**config.mk**
```make
export PLATFORM = sky130hd
export DESIGN_NAME = vfm_sequencer
export DESIGN_NICKNAME = d
export VERILOG_FILES = /design/src/core/vfm_pkg.sv /design/src/core/vfm_cfg_if.sv /design/src/core/vfm_plane_mapper.sv /design/src/core/vfm_sequencer.sv
export VERILOG_INCLUDE_DIRS = /design/src /design/src/core
export SDC_FILE = /design/constraint.sdc
export NUM_CORES = 1
export LEC_CHECK = 0
export BUFFER_PORTS_ARGS = -buffer_cell sky130_fd_sc_hd__buf_2
export CORE_AREA = 5 5 89 91
export CTS_CLUSTER_DIAMETER = 150
export DETAILED_ROUTE_END_ITERATION = 12
export DIE_AREA = 0 0 94 96
export HOLD_SLACK_MARGIN = 0.12
export PLACE_DENSITY_LB_ADDON = 0.05
export SLEW_MARGIN = 10
export SYNTH_ARGS = -nofsm -noshare
export SYNTH_HDL_FRONTEND = slang
export SYNTH_SLANG_ARGS = --single-unit
```
**constraint.sdc**
```tcl
create_clock -name mclk -period 1.6 [get_ports mclk]
set_input_delay 0.24 -clock mclk [delete_from_list [all_inputs] [get_ports mclk]]
set_output_delay 0.24 -clock mclk [all_outputs]
set_load 0.02 [all_outputs]
```
**src/core/vfm_map.svh**
```systemverilog
// Register indices, field positions and reset values of the sequencer font and plane mapping block
`ifndef VFM_MAP_SVH
`define VFM_MAP_SVH
`define VFM_IO_INDEX      16'h03C4
`define VFM_IO_DATA       16'h03C5
`define VFM_IDX_RESET     3'h0
`define VFM_IDX_CLOCKING  3'h1
`define VFM_IDX_PLANEMASK 3'h2
`define VFM_IDX_FONTSEL   3'h3
`define VFM_IDX_MEMMODE   3'h4
`define VFM_FS_A_HI       5
`define VFM_FS_B_HI       4
`define VFM_FS_A_LO1      3
`define VFM_FS_A_LO0      2
`define VFM_FS_B_LO1      1
`define VFM_FS_B_LO0      0
`define VFM_MM_CHAIN4     3
`define VFM_MM_ODDEVEN    2
`define VFM_MM_EXTMEM     1
`define VFM_RST_RESET     8'h03
`define VFM_RST_CLOCKING  8'h00
`define VFM_RST_PLANEMASK 8'h0F
`define VFM_RST_FONTSEL   8'h00
`define VFM_RST_MEMMODE   8'h00
`define VFM_MASK_RESET    8'h03
`define VFM_MASK_CLOCKING 8'h3D
`define VFM_MASK_PLANEMASK 8'h0F
`define VFM_MASK_FONTSEL  8'h3F
`define VFM_MASK_MEMMODE  8'h0E
`define VFM_SMALL_ADDR_BITS 16
`define VFM_SMALL_MASK    18'h0FFFF
`define VFM_RST_INDEX     3'h0
`define VFM_ATTR_FONT_SW  3
`define VFM_PLANES_EVEN   4'h5
`define VFM_PLANES_ODD    4'hA
`endif

```
**src/core/vfm_pkg.sv**
```systemverilog
// Types shared by the sequencer font and plane mapping block
package vfm_pkg;
  typedef logic [2:0] vfm_fontsel_t;
  typedef logic [3:0] vfm_planes_t;
  typedef enum logic [1:0] {
    VFM_MAP_SEQ    = 2'h0,
    VFM_MAP_ODDEV  = 2'h1,
    VFM_MAP_CHAIN4 = 2'h3
  } vfm_mapmode_t;
endpackage : vfm_pkg

```
**src/core/vfm_cfg_if.sv**
```systemverilog
// Configuration bundle passed from the register file to the plane mapper
`timescale 1ns/100ps
`default_nettype none
interface vfm_cfg_if;
  logic                 chainFour;
  logic                 oddEvenOff;
  logic                 extendedMemoryEnable;
  vfm_pkg::vfm_planes_t planeMask;
  modport regs (output chainFour, output oddEvenOff, output extendedMemoryEnable, output planeMask);
  modport mapper (input chainFour, input oddEvenOff, input extendedMemoryEnable, input planeMask);
endinterface : vfm_cfg_if
`default_nettype wire

```
**src/core/vfm_plane_mapper.sv**
```systemverilog
// Combinational mapping of a system address to plane enables and plane offset
`timescale 1ns/100ps
`default_nettype none
`include "vfm_map.svh"
module vfm_plane_mapper #(
  parameter int ADDR_W = 18
) (
  vfm_cfg_if.mapper                 cfg,
  input  wire logic [ADDR_W-1:0]    sysAddr,
  output logic [3:0]                planeSel,
  output logic [ADDR_W-1:0]         planeOffset,
  output logic                      addrInRange
);
  vfm_pkg::vfm_mapmode_t mode;
  always_comb begin
    if (cfg.chainFour)
      mode = vfm_pkg::VFM_MAP_CHAIN4;
    else if (!cfg.oddEvenOff)
      mode = vfm_pkg::VFM_MAP_ODDEV;
    else
      mode = vfm_pkg::VFM_MAP_SEQ;
  end
  always_comb begin
    planeSel    = 4'h0;
    planeOffset = sysAddr;
    case (mode)
      vfm_pkg::VFM_MAP_CHAIN4: begin
        planeSel    = 4'h1 << sysAddr[1:0];
        planeOffset = {2'b00, sysAddr[ADDR_W-1:2]};
      end
      vfm_pkg::VFM_MAP_ODDEV: begin
        // Map mask still gates the pair, hence the AND
        planeSel    = (sysAddr[0] ? `VFM_PLANES_ODD : `VFM_PLANES_EVEN) & cfg.planeMask;
        planeOffset = sysAddr;
      end
      vfm_pkg::VFM_MAP_SEQ: begin
        planeSel    = cfg.planeMask;
        planeOffset = sysAddr;
      end
      default: begin
        planeSel    = 4'h0;
        planeOffset = sysAddr;
      end
    endcase
  end
  // Without extended memory only the low 64KB answers
  assign addrInRange = cfg.extendedMemoryEnable | ((sysAddr & ADDR_W'(`VFM_SMALL_MASK)) == sysAddr);
endmodule : vfm_plane_mapper
`default_nettype wire

```
**src/core/vfm_sequencer.sv**
```systemverilog
// Sequencer register file with font table selection and plane mapping
`timescale 1ns/100ps
`default_nettype none
`include "vfm_map.svh"
module vfm_sequencer #(
  parameter int ADDR_W = 18
) (
  input  wire logic              mclk,
  input  wire logic              rst_b,
  input  wire logic [15:0]       ioAddr,
  input  wire logic [7:0]        ioWrData,
  input  wire logic              ioWr,
  input  wire logic              ioRd,
  output logic [7:0]             ioRdData,
  output logic                   ioRdValid,
  input  wire logic              alphaMode,
  input  wire logic [7:0]        attrByte,
  input  wire logic [7:0]        charCode,
  input  wire logic [4:0]        glyphRow,
  output logic [15:0]            fontAddr,
  input  wire logic [ADDR_W-1:0] sysAddr,
  input  wire logic              sysReq,
  output logic [3:0]             planeEnable,
  output logic [ADDR_W-1:0]      planeAddr,
  output logic                   sysHit,
  output logic                   dualFontActive
);
  // ==========================================================
  // Register file
  logic [2:0] sequencer_index;
  logic [7:0] resetCtl;
  logic [7:0] clockingMode;
  logic [7:0] planeWriteMask;
  logic [7:0] font_table_select;
  logic [7:0] plane_addressing_mode;

  function automatic logic [7:0] vfm_read(input logic [2:0] idx, input logic [7:0] rr, input logic [7:0] cm,
                                          input logic [7:0] pm, input logic [7:0] fs, input logic [7:0] mm);
    case (idx)
      `VFM_IDX_RESET:     vfm_read = rr;
      `VFM_IDX_CLOCKING:  vfm_read = cm;
      `VFM_IDX_PLANEMASK: vfm_read = pm;
      `VFM_IDX_FONTSEL:   vfm_read = fs;
      `VFM_IDX_MEMMODE:   vfm_read = mm;
      default:            vfm_read = 8'h00;
    endcase
  endfunction : vfm_read

  wire logic dataWr = ioWr && (ioAddr == `VFM_IO_DATA);

  always_ff @(posedge mclk) begin
    if (!rst_b)
      sequencer_index <= `VFM_RST_INDEX;
    else if (ioWr && ioAddr == `VFM_IO_INDEX)
      sequencer_index <= ioWrData[2:0];
  end

  // Unused bits are masked off on write, so reads return zero there
  always_ff @(posedge mclk) begin
    if (!rst_b) begin
      resetCtl              <= `VFM_RST_RESET;
      clockingMode          <= `VFM_RST_CLOCKING;
      planeWriteMask        <= `VFM_RST_PLANEMASK;
      font_table_select     <= `VFM_RST_FONTSEL;
      plane_addressing_mode <= `VFM_RST_MEMMODE;
    end else if (dataWr) begin
      case (sequencer_index)
        `VFM_IDX_RESET:     resetCtl              <= ioWrData & `VFM_MASK_RESET;
        `VFM_IDX_CLOCKING:  clockingMode          <= ioWrData & `VFM_MASK_CLOCKING;
        `VFM_IDX_PLANEMASK: planeWriteMask        <= ioWrData & `VFM_MASK_PLANEMASK;
        `VFM_IDX_FONTSEL:   font_table_select     <= ioWrData & `VFM_MASK_FONTSEL;
        `VFM_IDX_MEMMODE:   plane_addressing_mode <= ioWrData & `VFM_MASK_MEMMODE;
        default: begin
        end
      endcase
    end
  end

  always_ff @(posedge mclk) begin
    if (!rst_b) begin
      ioRdData  <= 8'h00;
      ioRdValid <= 1'b0;
    end else begin
      ioRdValid <= ioRd && (ioAddr == `VFM_IO_INDEX || ioAddr == `VFM_IO_DATA);
      if (ioRd && ioAddr == `VFM_IO_INDEX)
        ioRdData <= {5'h00, sequencer_index};
      else if (ioRd && ioAddr == `VFM_IO_DATA)
        ioRdData <= vfm_read(sequencer_index, resetCtl, clockingMode, planeWriteMask,
                             font_table_select, plane_addressing_mode);
      else
        ioRdData <= 8'h00;
    end
  end

  // ==========================================================
  // Font table selection
  vfm_pkg::vfm_fontsel_t fontASel;
  vfm_pkg::vfm_fontsel_t fontBSel;
  vfm_pkg::vfm_fontsel_t chosenSel;
  logic                  extendedMemoryEnable;
  logic                  dualOk;
  logic                  useFontA;
  assign fontASel = {font_table_select[`VFM_FS_A_HI], font_table_select[`VFM_FS_A_LO1],
                     font_table_select[`VFM_FS_A_LO0]};
  assign fontBSel = {font_table_select[`VFM_FS_B_HI], font_table_select[`VFM_FS_B_LO1],
                     font_table_select[`VFM_FS_B_LO0]};
  assign extendedMemoryEnable = plane_addressing_mode[`VFM_MM_EXTMEM];
  // Dual fonts rely on software enabling extended memory first
  assign dualOk    = alphaMode && extendedMemoryEnable && (fontASel != fontBSel);
  // With the feature off both selects fall back to table A's location alone
  assign useFontA  = dualOk ? attrByte[`VFM_ATTR_FONT_SW] : 1'b1;
  assign chosenSel = useFontA ? fontASel : fontBSel;

  // Region order interleaves: low two bits step by two regions, MSB picks odd one
  function automatic logic [2:0] vfm_region(input logic [2:0] sel);
    vfm_region = {sel[1:0], sel[2]};
  endfunction : vfm_region

  always_ff @(posedge mclk) begin
    if (!rst_b) begin
      fontAddr       <= 16'h0000;
      dualFontActive <= 1'b0;
    end else begin
      fontAddr       <= {vfm_region(chosenSel), charCode, glyphRow};
      dualFontActive <= dualOk;
    end
  end

  // ==========================================================
  // Plane mapping
  vfm_cfg_if cfg ();
  assign cfg.chainFour            = plane_addressing_mode[`VFM_MM_CHAIN4];
  assign cfg.oddEvenOff           = plane_addressing_mode[`VFM_MM_ODDEVEN];
  assign cfg.extendedMemoryEnable = extendedMemoryEnable;
  assign cfg.planeMask            = planeWriteMask[3:0];

  logic [3:0]        mapSel;
  logic [ADDR_W-1:0] mapOffset;
  logic              mapInRange;
  vfm_plane_mapper #(.ADDR_W(ADDR_W)) u_mapper (
    .cfg         (cfg.mapper),
    .sysAddr     (sysAddr),
    .planeSel    (mapSel),
    .planeOffset (mapOffset),
    .addrInRange (mapInRange)
  );

  always_ff @(posedge mclk) begin
    if (!rst_b) begin
      planeEnable <= 4'h0;
      planeAddr   <= '0;
      sysHit      <= 1'b0;
    end else begin
      sysHit      <= sysReq && mapInRange;
      planeEnable <= (sysReq && mapInRange) ? mapSel : 4'h0;
      planeAddr   <= mapOffset;
    end
  end
endmodule : vfm_sequencer
`default_nettype wire

```
# ---- After elaboration in Yosys (flattened, before gate mapping)
# Index checks and enable logic that the tools add are counted.
dict set report word_totals {
  register_bits 70
  inputBits 69
  output_inout_bits 49
  word_cells 59
}
dict set report op_classes {
  n_eq_ne 9
  shift 1
  mux 10
  bitwise 4
  reduce_logical 20
}
# operator n
set op_table {}
lappend op_table {{$eq 16x10->1 const B} 2}
lappend op_table {{$pmux 6 s5} 1}
lappend op_table {{$mux 16} 1}
lappend op_table {{$pmux 4 s3} 1}
lappend op_table {{$reduce_and 2->1} 6}
lappend op_table {{$mux 3} 3}
lappend op_table {{$logic_and 1x1->1} 8}
lappend op_table {{$eq 3x2->1 const B} 2}
lappend op_table {{$and 4x4->4} 1}
lappend op_table {{$logic_not 2->1} 2}
lappend op_table {{$mux 4} 1}
lappend op_table {{$shl 1x2->4 const A} 1}
lappend op_table {{$eq 3x1->1 const B} 1}
lappend op_table {{$eq 3x3->1 const B} 1}
lappend op_table {{$logic_not 3->1} 1}
lappend op_table {{$ne 3x3->1} 1}
lappend op_table {{$reduce_or 3->1} 1}
lappend op_table {{$eq 2x1->1 const B} 1}
lappend op_table {{$eq 2x2->1 const B} 1}
lappend op_table {{$mux 1} 2}
lappend op_table {{$mux 2} 1}
lappend op_table {{$not 1->1} 2}
lappend op_table {{$reduce_or 2->1} 1}
lappend op_table {{$logic_or 1x1->1} 1}
lappend op_table {{$or 1x1->1} 1}

# ---- Depth between registers and ports, before layout
# Gate-level depths: netlist (run 1).
dict set report depth {
  depth_word 4
  mapped_depth 5
  ltp_nobuf 5
}

# ---- Modules after synthesis
# A second synthesis (run 1) with hierarchy kept.
dict set report unflattened {
  cells_unflattened 275
  hier_area_um2 2951.6
}
# module n_inst cells_each area_per_inst_um2 seq_area_each_um2
set by_module_without_submodules {}
lappend by_module_without_submodules {vfm_sequencer 1 240 2595.0 1401.3}
lappend by_module_without_submodules {vfm_plane_mapper 1 35 356.6 0.0}

# ---- Least setup slack after synthesis (run 1)
# Ideal clock, no wire load.
dict set report synth_timing {
  path_type {reg2reg}
  start {register sequencer_index[2]}
  end {register font_table_select[2]}
  arrival_ns 1.330
  slack_ns 0.150
  path_stages_with_launch 6
  path_buffers 1
  path_cell_list {dfxtp_1 and2b_2 nand2_1 or3_1 buf_6 mux2i_1}
}
dict set report synth_between {
  elab_chain_len 2
}
# item line_no
set synth_rtl {}
lappend synth_rtl {{start: declaration} vfm_sequencer.sv:30} ;# logic [2:0] sequencer_index;
lappend synth_rtl {{start signal: assignment} vfm_sequencer.sv:53} ;# sequencer_index <= `VFM_RST_INDEX;
lappend synth_rtl {{start signal: assignment} vfm_sequencer.sv:55} ;# sequencer_index <= ioWrData[2:0];
lappend synth_rtl {{$eq 3x2->1} vfm_sequencer.sv:67} ;# case (sequencer_index)
lappend synth_rtl {{$reduce_and 2->1 (no line)} n/a}
lappend synth_rtl {{end signal: assignment} vfm_sequencer.sv:64} ;# font_table_select <= `VFM_RST_FONTSEL;
lappend synth_rtl {{end signal: assignment} vfm_sequencer.sv:71} ;# `VFM_IDX_FONTSEL: font_table_select <= ioWrData & `VFM_MASK_FONTSEL;
lappend synth_rtl {{end: declaration} vfm_sequencer.sv:34} ;# logic [7:0] font_table_select;
# No other way between the ends.
# A chain may end at the register's enable or synchronous reset.

# ---- Worst setup path after layout (run 1)
dict set report layout_timing {
  start {register sequencer_index[2]}
  end {register font_table_select[3]}
}
# Same word-level chain as after synthesis.

==> results of run 1 <==
-- per-stage QoR --
| step | power (mW) | setup slack (ps) | utilization (%) | std cells |
|---|---|---|---|---|
| 6_report | 3.41 | 133 | 54.3 | 502 |
| 5_1_grt | 3.60 | 80.2 | 54.3 | 502 |
| 4_1_cts | 3.48 | 62.7 | 54.2 | 502 |
| 3_5_place_dp | 2.14 | -64.8 | 49.8 | 473 |
| 3_3_place_gp | 2.14 | -32.4 | 49.8 | 473 |
| 2_1_floorplan | 1.99 | 150 | - | 268 |
-- area by class of cell --
type	count	area, µm²	area share (%)
repair buffers	134	798	20.8
flip-flops and latches	70	1400	36.6
inverters	4	15.0	0.392
clock inverters	5	33.8	0.882
clock buffers	11	151	3.95
well taps	99	124	3.23
multi-input cells	179	1310	34.1
-- flip-flops by register name (all words and copies together) (netlist names) --
| signal | cells |
|---|---|
| clockingMode | 5 |
| dualFontActive | 1 |
| fontAddr | 16 |
| font_table_select | 6 |
| ioRdData | 6 |
| ioRdValid | 1 |
| planeAddr | 18 |
| planeEnable | 4 |
| planeWriteMask | 4 |
| plane_addressing_mode | 3 |
| resetCtl | 2 |
| sequencer_index | 3 |
| sysHit | 1 |
-- critical path: stages (launching register included) --
cell,delay (ps)
dfxtp_1,310
and2b_2,220
nand2_1,80
or3_1,560
mux2i_1,180
-- worst min path at each step --
stage	startpoint	slack [ps]	end	cells past startpoint
finish	alphaMode	160	dualFontActive	3
global route	alphaMode	150	dualFontActive	3
CTS	alphaMode	140	dualFontActive	3
detailed placement	glyphRow[2]	450	fontAddr[2]	2
global placement	clockingMode[0]	440	clockingMode[0]	2
floorplan	glyphRow[0]	370	fontAddr[0]	1
-- metal layers --
layer	up-vias	global-route usage, %	share of wire, %
met5	-	0	0
met4	0	6.50	1.0
met3	6	4.53	5.7
met2	67	22.7	45
met1	986	20.5	48
li1	1163	-	-
-- cell families after synthesis --
logic type	count (synthesis)	share of synthesized area, %
xor+xnor	3	0.935
other cells	1	0.133
flops	70	49.8
mux	48	17.7
simple gates	109	23.6
compound gates	17	3.96
buf+inv	19	3.87
-- cell usage after synthesis (all sizes together) (2+ instances only) --
master  count
a21oi       2
mux2        3
nand3b      2
or3         2
xor2        3
nand4       3
a31oi       3
nand2      31
and3        2
nor2        9
nor3b       2
dfxtp      70
buf         9
o21ai       5
clkbuf      6
and2       15
nor3        4
and4bb      3
inv         4
nand3       2
mux2i      44
and3b       2
a22oi       3
nor2b      27
-- what timing repair did --
item                       in CTS  in global routing
setup endpoints to repair       0                  4
hold buffers                   13                  0
gates resized for setup         0                  1
hold endpoints to repair       13                  0
-- power groups by stage --
stage / clock [mW] / combinational (mW) / sequential (mW)
3_3_place_gp: 0 / 0.307 / 1.83
4_1_cts: 1.35 / 0.334 / 1.79
2_1_floorplan: 0 / 0.101 / 1.89
6_report: 1.29 / 0.331 / 1.79
5_1_grt: 1.43 / 0.366 / 1.80
3_5_place_dp: 0 / 0.309 / 1.83
==> results.py, run 1 <==
metrics = {
    "status": {
        "status": "completed",
    },
    "synthesis": {
        "syn_inst": 267,
        "synth-edff-count": 0,
        "async_flop_share_pct": 0,
        "synth_area_um2": 2810,
        "yosys_warnings": 0,
        "synth_area_leaders": "dfxtp_1 (50%), mux2i_1 (16%), nor2b_1 (6.0%)",
        "syn_avg_cell_area_um2": 10.5,
        "synth_ff_type": "dfxtp_1",
        "ys_ff_latch": 70,
        "synth_area_leader_cell": "dfxtp_1",
        "synthDominantCellAreaShare_pct": 49.8,
        "synth_cell_types": 41,
        "ys_seq_area_share_pct": 49.8,
    },
    "setup_path": {
        "path_class": "flop to flop",
        "crit_required_ps": 1810,
        "crit_fanout": 6,
        "r2r_slack_ps": 130,
        "worst_r2r_endpoint": "font_table_select[3]",
        "crit_end": "font_table_select[3]",
        "worstReg2RegStart": "sequencer_index[2]",
        "startpoint": "sequencer_index[2]",
        "worstRegToRegCells": 4,
        "cp_data_arrival_time_ps": 1680,
        "cp-end-kind": "flop",
        "cp-start-kind": "flop",
    },
    "clock_network": {
        "path_clk_slew_ps": 70,
        "cts_tree": "yes",
        "post_cts_buffers": 0,
        "ctsHtreeMaxLevel": 3,
        "numCtsBuffers": 9,
        "insertion_delay_ps": 340,
        "clock_path_buffers": 2,
        "cts_num_sinks": 70,
        "cts_root_buffer": "clkbuf_8",
    },
    "floorplanning": {
        "start_util_pct": 39.8,
        "die-area_um2": 9020,
        "rows": 31,
        "die_x_um": 94,
        "die_h_um": 96,
        "fp.coreArea_um2": 7060,
        "ios": 118,
    },
    "cells_and_area": {
        "nets": 467,
        "finalInstanceArea_um2": 3830,
        "final_common_cell": "buf_2",
        "drive_gt1_share_pct": 37.7,
        "antenna-diode-count": 0,
        "syn2layout_area_growth_pct": 36.2,
        "layout_common_cells": "buf_2 (106), dfxtp_1 (69), mux2i_1 (44)",
        "fill_cells": 647,
    },
    "flow_run": {
        "drv_cap": 0,
    },
    "power": {
        "p_int_mw": 2.59,
        "ir_drop_mv": 0.444,
        "power_leakage_nw": 1.77,
        "swShare_pct": 24.2,
        "total_switching_power_mw": 0.824,
        "clkPwrFrac_pct": 37.7,
        "comb_power_share_pct": 9.7,
        "powerDensity_nw_per_um2": 890,
        "pwr-share-seq_pct": 52.6,
    },
    "global_routing": {
        "grt_overflow_total": 0,
        "grt_pass1_wl_um": 10500,
        "antenna_found_initial": 0,
        "grt_pass1_vias": 2195,
        "grt_max_degree": 40,
        "grt_util_all_layers_pct": 15.2,
    },
    "sta": {
        "rsz0062_at_grt": "no",
        "skew_ps": 11.4,
        "max_freq_mhz": 682,
        "tns_ps": 0,
        "hold_slack_ps": 162,
        "fin_crit_sh_pct": 91.7,
        "hold_viol": 0,
        "period_needed_ps": 1470,
        "setup_viol_count_final": 0,
        "drv_slew": 0,
    },
    "routing": {
        "final_antenna_net_count": 0,
        "vias_per_cell": 4.43,
        "wire_per_inst_um": 13.2,
        "drc": 0,
        "num_vias": 2222,
        "firstDrtPassIters": 4,
        "routed_wl_um": 6630,
        "drtIter0Drc": 52,
    },
    "place": {
        "gp_congestion": 0.745,
        "io_buffers": 106,
        "placed_area_um2": 3510,
        "dp_hpwl_um": 4940,
    },
    "min_path": {
        "hold_class": "primary input to flop",
    },
}
(Power assumes the default switching activity.)
==> run 2: changes to the inputs <==
- CELL_PAD_IN_SITES_DETAIL_PLACEMENT: not set -> 1
- CELL_PAD_IN_SITES_GLOBAL_PLACEMENT: not set -> 2
- CORE_AREA: 5 5 89 91 -> 5 5 107 109
- DIE_AREA: 0 0 94 96 -> 0 0 112 114
==> results.py, run 2 (synthesis results as in run 1) <==
metrics = {
    "clock_network": {
        "cts_tree": "yes",
        "path_clk_slew_ps": 80,
        "cts_root_buffer": "clkbuf_8",
        "numCtsBuffers": 9,
        "cts_num_sinks": 70,
        "insertion_delay_ps": 340,
        "post_cts_buffers": 0,
        "ctsHtreeMaxLevel": 3,
        "clock_path_buffers": 2,
    },
    "routing": {
        "num_vias": 2333,
        "drc": 0,
        "final_antenna_net_count": 0,
        "route.met3.wl_um": 553,
        "drt-met1-wl_um": 3820,
        "wire_per_inst_um": 14.8,
        "routed.top_layer": "met4",
        "vias_per_cell": 4.24,
        "met2_length_um": 3660,
        "routed_wl_um": 8150,
        "firstDrtPassIters": 4,
        "drtIter0Drc": 38,
    },
    "sta": {
        "hold_viol": 0,
        "drv_slew": 0,
        "period_needed_ps": 1500,
        "setup_slack_ps": 103,
        "max_slew_margin_pct": 65.4,
        "rsz0062_at_grt": "no",
        "worst_slew_pin_slew_ps": 517,
        "skew_ps": 8.69,
        "fin_crit_sh_pct": 93.5,
        "max_freq_mhz": 668,
        "tns_ps": 0,
        "setup_viol_count_final": 0,
    },
    "cells_and_area": {
        "top_regs": "planeAddr (18), fontAddr (16)",
        "final_common_cell": "buf_2",
        "syn2layout_area_growth_pct": 41.9,
        "nets": 474,
        "finalNonFillerCells": 550,
        "regArea_um2": 1400,
        "layout_common_cells": "buf_2 (106), dfxtp_1 (69), mux2i_1 (44)",
        "antenna-diode-count": 0,
        "largest_reg_flops": 18,
        "top_register": "planeAddr",
        "multi_input_area_um2": 1310,
        "fill_cells": 1240,
        "drive_gt1_share_pct": 38.5,
    },
    "global_routing": {
        "grt_util_all_layers_pct": 13.3,
        "grt_overflow_total": 0,
        "antenna_found_initial": 0,
        "grt_max_degree": 39,
        "grt_pass1_vias": 2487,
        "grt_pass1_wl_um": 13200,
    },
    "setup_path": {
        "worstRegToRegCells": 7,
        "crit_top_cell": "buf_4",
        "max_stage_delay_ps": 310,
        "path_class": "flop to flop",
        "crit_required_ps": 1860,
        "cp_data_arrival_time_ps": 1760,
        "startpoint": "sequencer_index[2]",
        "cp-start-kind": "flop",
        "worst_r2r_endpoint": "clockingMode[2]",
        "cp-end-kind": "flop",
        "worstReg2RegStart": "sequencer_index[2]",
        "crit_fanout": 5,
        "r2r_slack_ps": 100,
        "path_cells": "and2b_2 > nand2_1 > buf_4 > buf_4 > nor3b_2 > buf_4 > mux2i_1",
        "crit_slowest_cell": "dfxtp_1",
    },
    "place": {
        "gp_congestion": 0.769,
        "io_buffers": 106,
        "place_ws_ps": -163,
        "dp_hpwl_um": 6200,
        "placed_cells": 521,
    },
    "floorplanning": {
        "rows": 38,
        "die-area_um2": 12800,
        "die_h_um": 114,
        "start_util_pct": 26.8,
        "die_x_um": 112,
        "fp.coreArea_um2": 10500,
        "ios": 118,
    },
    "flow_run": {
        "drv_cap": 0,
    },
    "power": {
        "ir_drop_mv": 0.389,
        "fin_total_pwr_mw": 3.90,
        "powerDensity_nw_per_um2": 978,
        "power_leakage_nw": 1.84,
    },
    "status": {
        "status": "completed",
    },
    "min_path": {
        "min_to": "planeAddr[2]",
        "min_from": "sysAddr[2]",
        "hold_class": "primary input to flop",
        "hold-path-cell-count": 3,
    },
}
## run 2: cell count changes in the layout (fill, tap and decap cells not counted), sizes merged
cell,before,now
clkinvlp,2,0
clkbuf,11,13
buf,121,128
bufinv,0,3
clkinv,3,0
## run 2: worst max path at each step
| stage | slack, ps | cells past startpoint | end |
|---|---|---|---|
| after floorplan | 150 | 5 | font_table_select[2] |
| after global placement | -110 | 5 | font_table_select[5] |
| after detailed placement | -160 | 5 | font_table_select[1] |
| after CTS | 80 | 4 | fontAddr[15] |
| after global routing | 40 | 7 | clockingMode[2] |
| final | 100 | 7 | clockingMode[2] |
## run 2: power by group
| part | switching (mW) | internal (mW) | leakage (nW) |
|---|---|---|---|
| Clock | 0.644 | 1.12 | 0.124 |
| Sequential | 0.00880 | 1.78 | 0.573 |
| Combinational | 0.181 | 0.161 | 1.14 |
| Total | 0.835 | 3.07 | 1.84 |
## run 2: area by class of cell
class | count | share of cell area (%)
multi-input cells | 179 | 32.8
clock buffers | 13 | 3.98
clock inverters | 3 | 2.26
inverters | 4 | 0.376
repair buffers | 141 | 21.0
well taps | 140 | 4.39
flip-flops and latches | 70 | 35.2
## run 2: what timing repair did
item / 4_1_cts / 5_1_grt
hold buffers: 13 / 0
setup endpoints to repair: 9 / 2
hold endpoints to repair: 13 / 0
gates resized for setup: 1 / 1
## run 2: worst max-delay path, delay by kind of cell (launching register included)
family | cells | cell delay [ps]
buffers and inverters | 3 | 470
DFF | 1 | 310
muxes | 1 | 190
and+or+nand+nor | 3 | 450
## run 2: per-stage QoR
| stage | utilization [%] | cell area (µm²) | hold WS (ps) |
|---|---|---|---|
| after floorplan | - | 2820 | 367 |
| after detailed placement | 34.3 | 3600 | 451 |
| after CTS | 37.9 | 3990 | 139 |
| final | 38.0 | 3990 | 166 |
| after global routing | 38.0 | 3990 | 157 |
| after global placement | 34.3 | 3600 | 441 |
## run 2: per-layer routing
metal,global-route usage (%),up-vias
met5,0,-
met4,4.81,0
met3,4.51,10
met2,20.3,74
met1,17.6,1075
li1,-,1174
==> run 3: changes to the inputs <==
- CTS_BUF_LIST: not set -> sky130_fd_sc_hd__clkbuf_16
- SKIP_LAST_GASP: not set -> 1
==> results.py, run 3 (synthesis results as in run 1) <==
metrics = {
    "status": {
        "status": "completed",
    },
    "sta": {
        "max_freq_mhz": 680,
        "worst_slew_pin_slew_ps": 527,
        "skew_ps": 6.30,
        "rsz0062_at_grt": "no",
        "setup_viol_count_final": 0,
        "setup_slack_ps": 129,
        "max_slew_margin_pct": 64.7,
        "period_needed_ps": 1470,
        "drv_slew": 0,
        "fin_crit_sh_pct": 91.9,
        "hold_viol": 0,
    },
    "cells_and_area": {
        "fill_cells": 1235,
        "antenna-diode-count": 0,
        "layout_common_cells": "buf_2 (106), dfxtp_1 (69), mux2i_1 (44)",
        "postLayoutCoreUtil_pct": 38.7,
        "top_register": "planeAddr",
        "final_common_cell": "buf_2",
        "top_regs": "planeAddr (18), fontAddr (16)",
        "drive_gt1_share_pct": 38.0,
        "nets": 474,
        "largest_reg_flops": 18,
        "syn2layout_area_growth_pct": 44.8,
    },
    "setup_path": {
        "crit_slowest_cell": "dfxtp_1",
        "crit_fanout": 5,
        "crit_top_cell": "buf_4",
        "crit_family": "buffers and inverters",
        "max_stage_delay_ps": 310,
        "critPathBufInv": 3,
        "cp-end-kind": "flop",
        "worstReg2RegStart": "sequencer_index[2]",
        "startpoint": "sequencer_index[2]",
        "cp-start-kind": "flop",
        "path_cells": "and2b_2 > nand2_1 > buf_4 > buf_4 > nor3b_2 > buf_4 > mux2i_1",
        "cp_data_arrival_time_ps": 1730,
        "path_class": "flop to flop",
        "crit_required_ps": 1860,
    },
    "routing": {
        "num_vias": 2341,
        "drtIter0Drc": 35,
        "firstDrtPassIters": 4,
        "final_antenna_net_count": 0,
        "wire_per_inst_um": 15.0,
        "routed_wl_um": 8220,
        "drc": 0,
        "vias_per_cell": 4.26,
    },
    "min_path": {
        "hold_class": "primary input to flop",
        "min_from": "sysAddr[2]",
    },
    "floorplanning": {
        "die-area_um2": 12800,
        "start_util_pct": 26.8,
        "fp.coreArea_um2": 10500,
        "ios": 118,
        "die_x_um": 112,
        "die_h_um": 114,
        "rows": 38,
    },
    "clock_network": {
        "clock_path_buffers": 2,
        "cts_root_buffer": "clkbuf_16",
        "ctsHtreeMaxLevel": 3,
        "cts_tree": "yes",
        "insertion_delay_ps": 330,
        "path_clk_slew_ps": 60,
        "cts_num_sinks": 70,
        "numCtsBuffers": 9,
    },
    "place": {
        "dp_hpwl_um": 6200,
        "place_ws_ps": -163,
        "gp_congestion": 0.769,
        "io_buffers": 106,
    },
    "power": {
        "powerDensity_nw_per_um2": 1070,
        "ir_drop_mv": 0.393,
        "power_leakage_nw": 1.88,
    },
    "global_routing": {
        "grt_overflow_total": 0,
        "grt_max_degree": 39,
        "grt_pass1_wl_um": 13300,
        "grt_pass1_vias": 2504,
        "grt_util_all_layers_pct": 13.5,
        "antenna_found_initial": 0,
    },
    "flow_run": {
        "drv_cap": 0,
    },
}
-- run 3: cell type report --
cell class | instances | area, µm² | share of cell area, %
sequential | 70 | 1400 | 34.5
timing repair buffer | 141 | 838 | 20.6
clock inverter | 7 | 105 | 2.58
multi-input combinational | 179 | 1310 | 32.2
tap | 140 | 175 | 4.30
clock buffer | 9 | 225 | 5.53
inverter | 4 | 15.0 | 0.369
-- run 3: through the flow --
stage                     total power [mW]  cell area, µm²  TNS [ps]  instances  hold WS [ps]
final                                 4.35            4070         0        550           177
after global routing                  4.54            4070         0        550           179
after CTS                             4.43            4070         0        550           158
after floorplan                       1.99            2820         0        268           367
after detailed placement              2.16            3600     -1090        521           451
after global placement                2.15            3600      -690        521           441
-- run 3: final timing paths --
kind                                   endpoint  slack [ps]  cells after the start
worst min register to register  clockingMode[4]         460                      2
worst min-delay path               planeAddr[2]         180                      3
worst max-delay path            clockingMode[0]         130                      7
worst max register to register  clockingMode[0]         130                      7
-- run 3: report_power, final --
| group | internal [mW] | switching (mW) |
|---|---|---|
| Combinational | 0.161 | 0.182 |
| Clock | 1.50 | 0.715 |
| Sequential | 1.79 | 0.00882 |
-- run 3: timing repair --
action	4_1_cts	5_1_grt
endpoints found under the hold margin	13	0
setup endpoints to repair	8	1
buffers inserted	0	0
hold buffers	13	0
resized for setup	1	1
-- run 3: tightest hold or removal path, stage by stage --
cell	delay (ps)
buf_2	90
mux2i_1	60
nor2b_1	90
-- run 3: layer usage --
| layer | global-route usage, % | vias to the layer above | part of all wire, % |
|---|---|---|---|
| met2 | 20.5 | 74 | 45 |
| li1 | - | 1180 | - |
| met5 | 0 | - | 0 |
| met4 | 5.77 | 0 | 1.7 |
| met1 | 17.3 | 1077 | 46 |
| met3 | 4.67 | 10 | 7.0 |
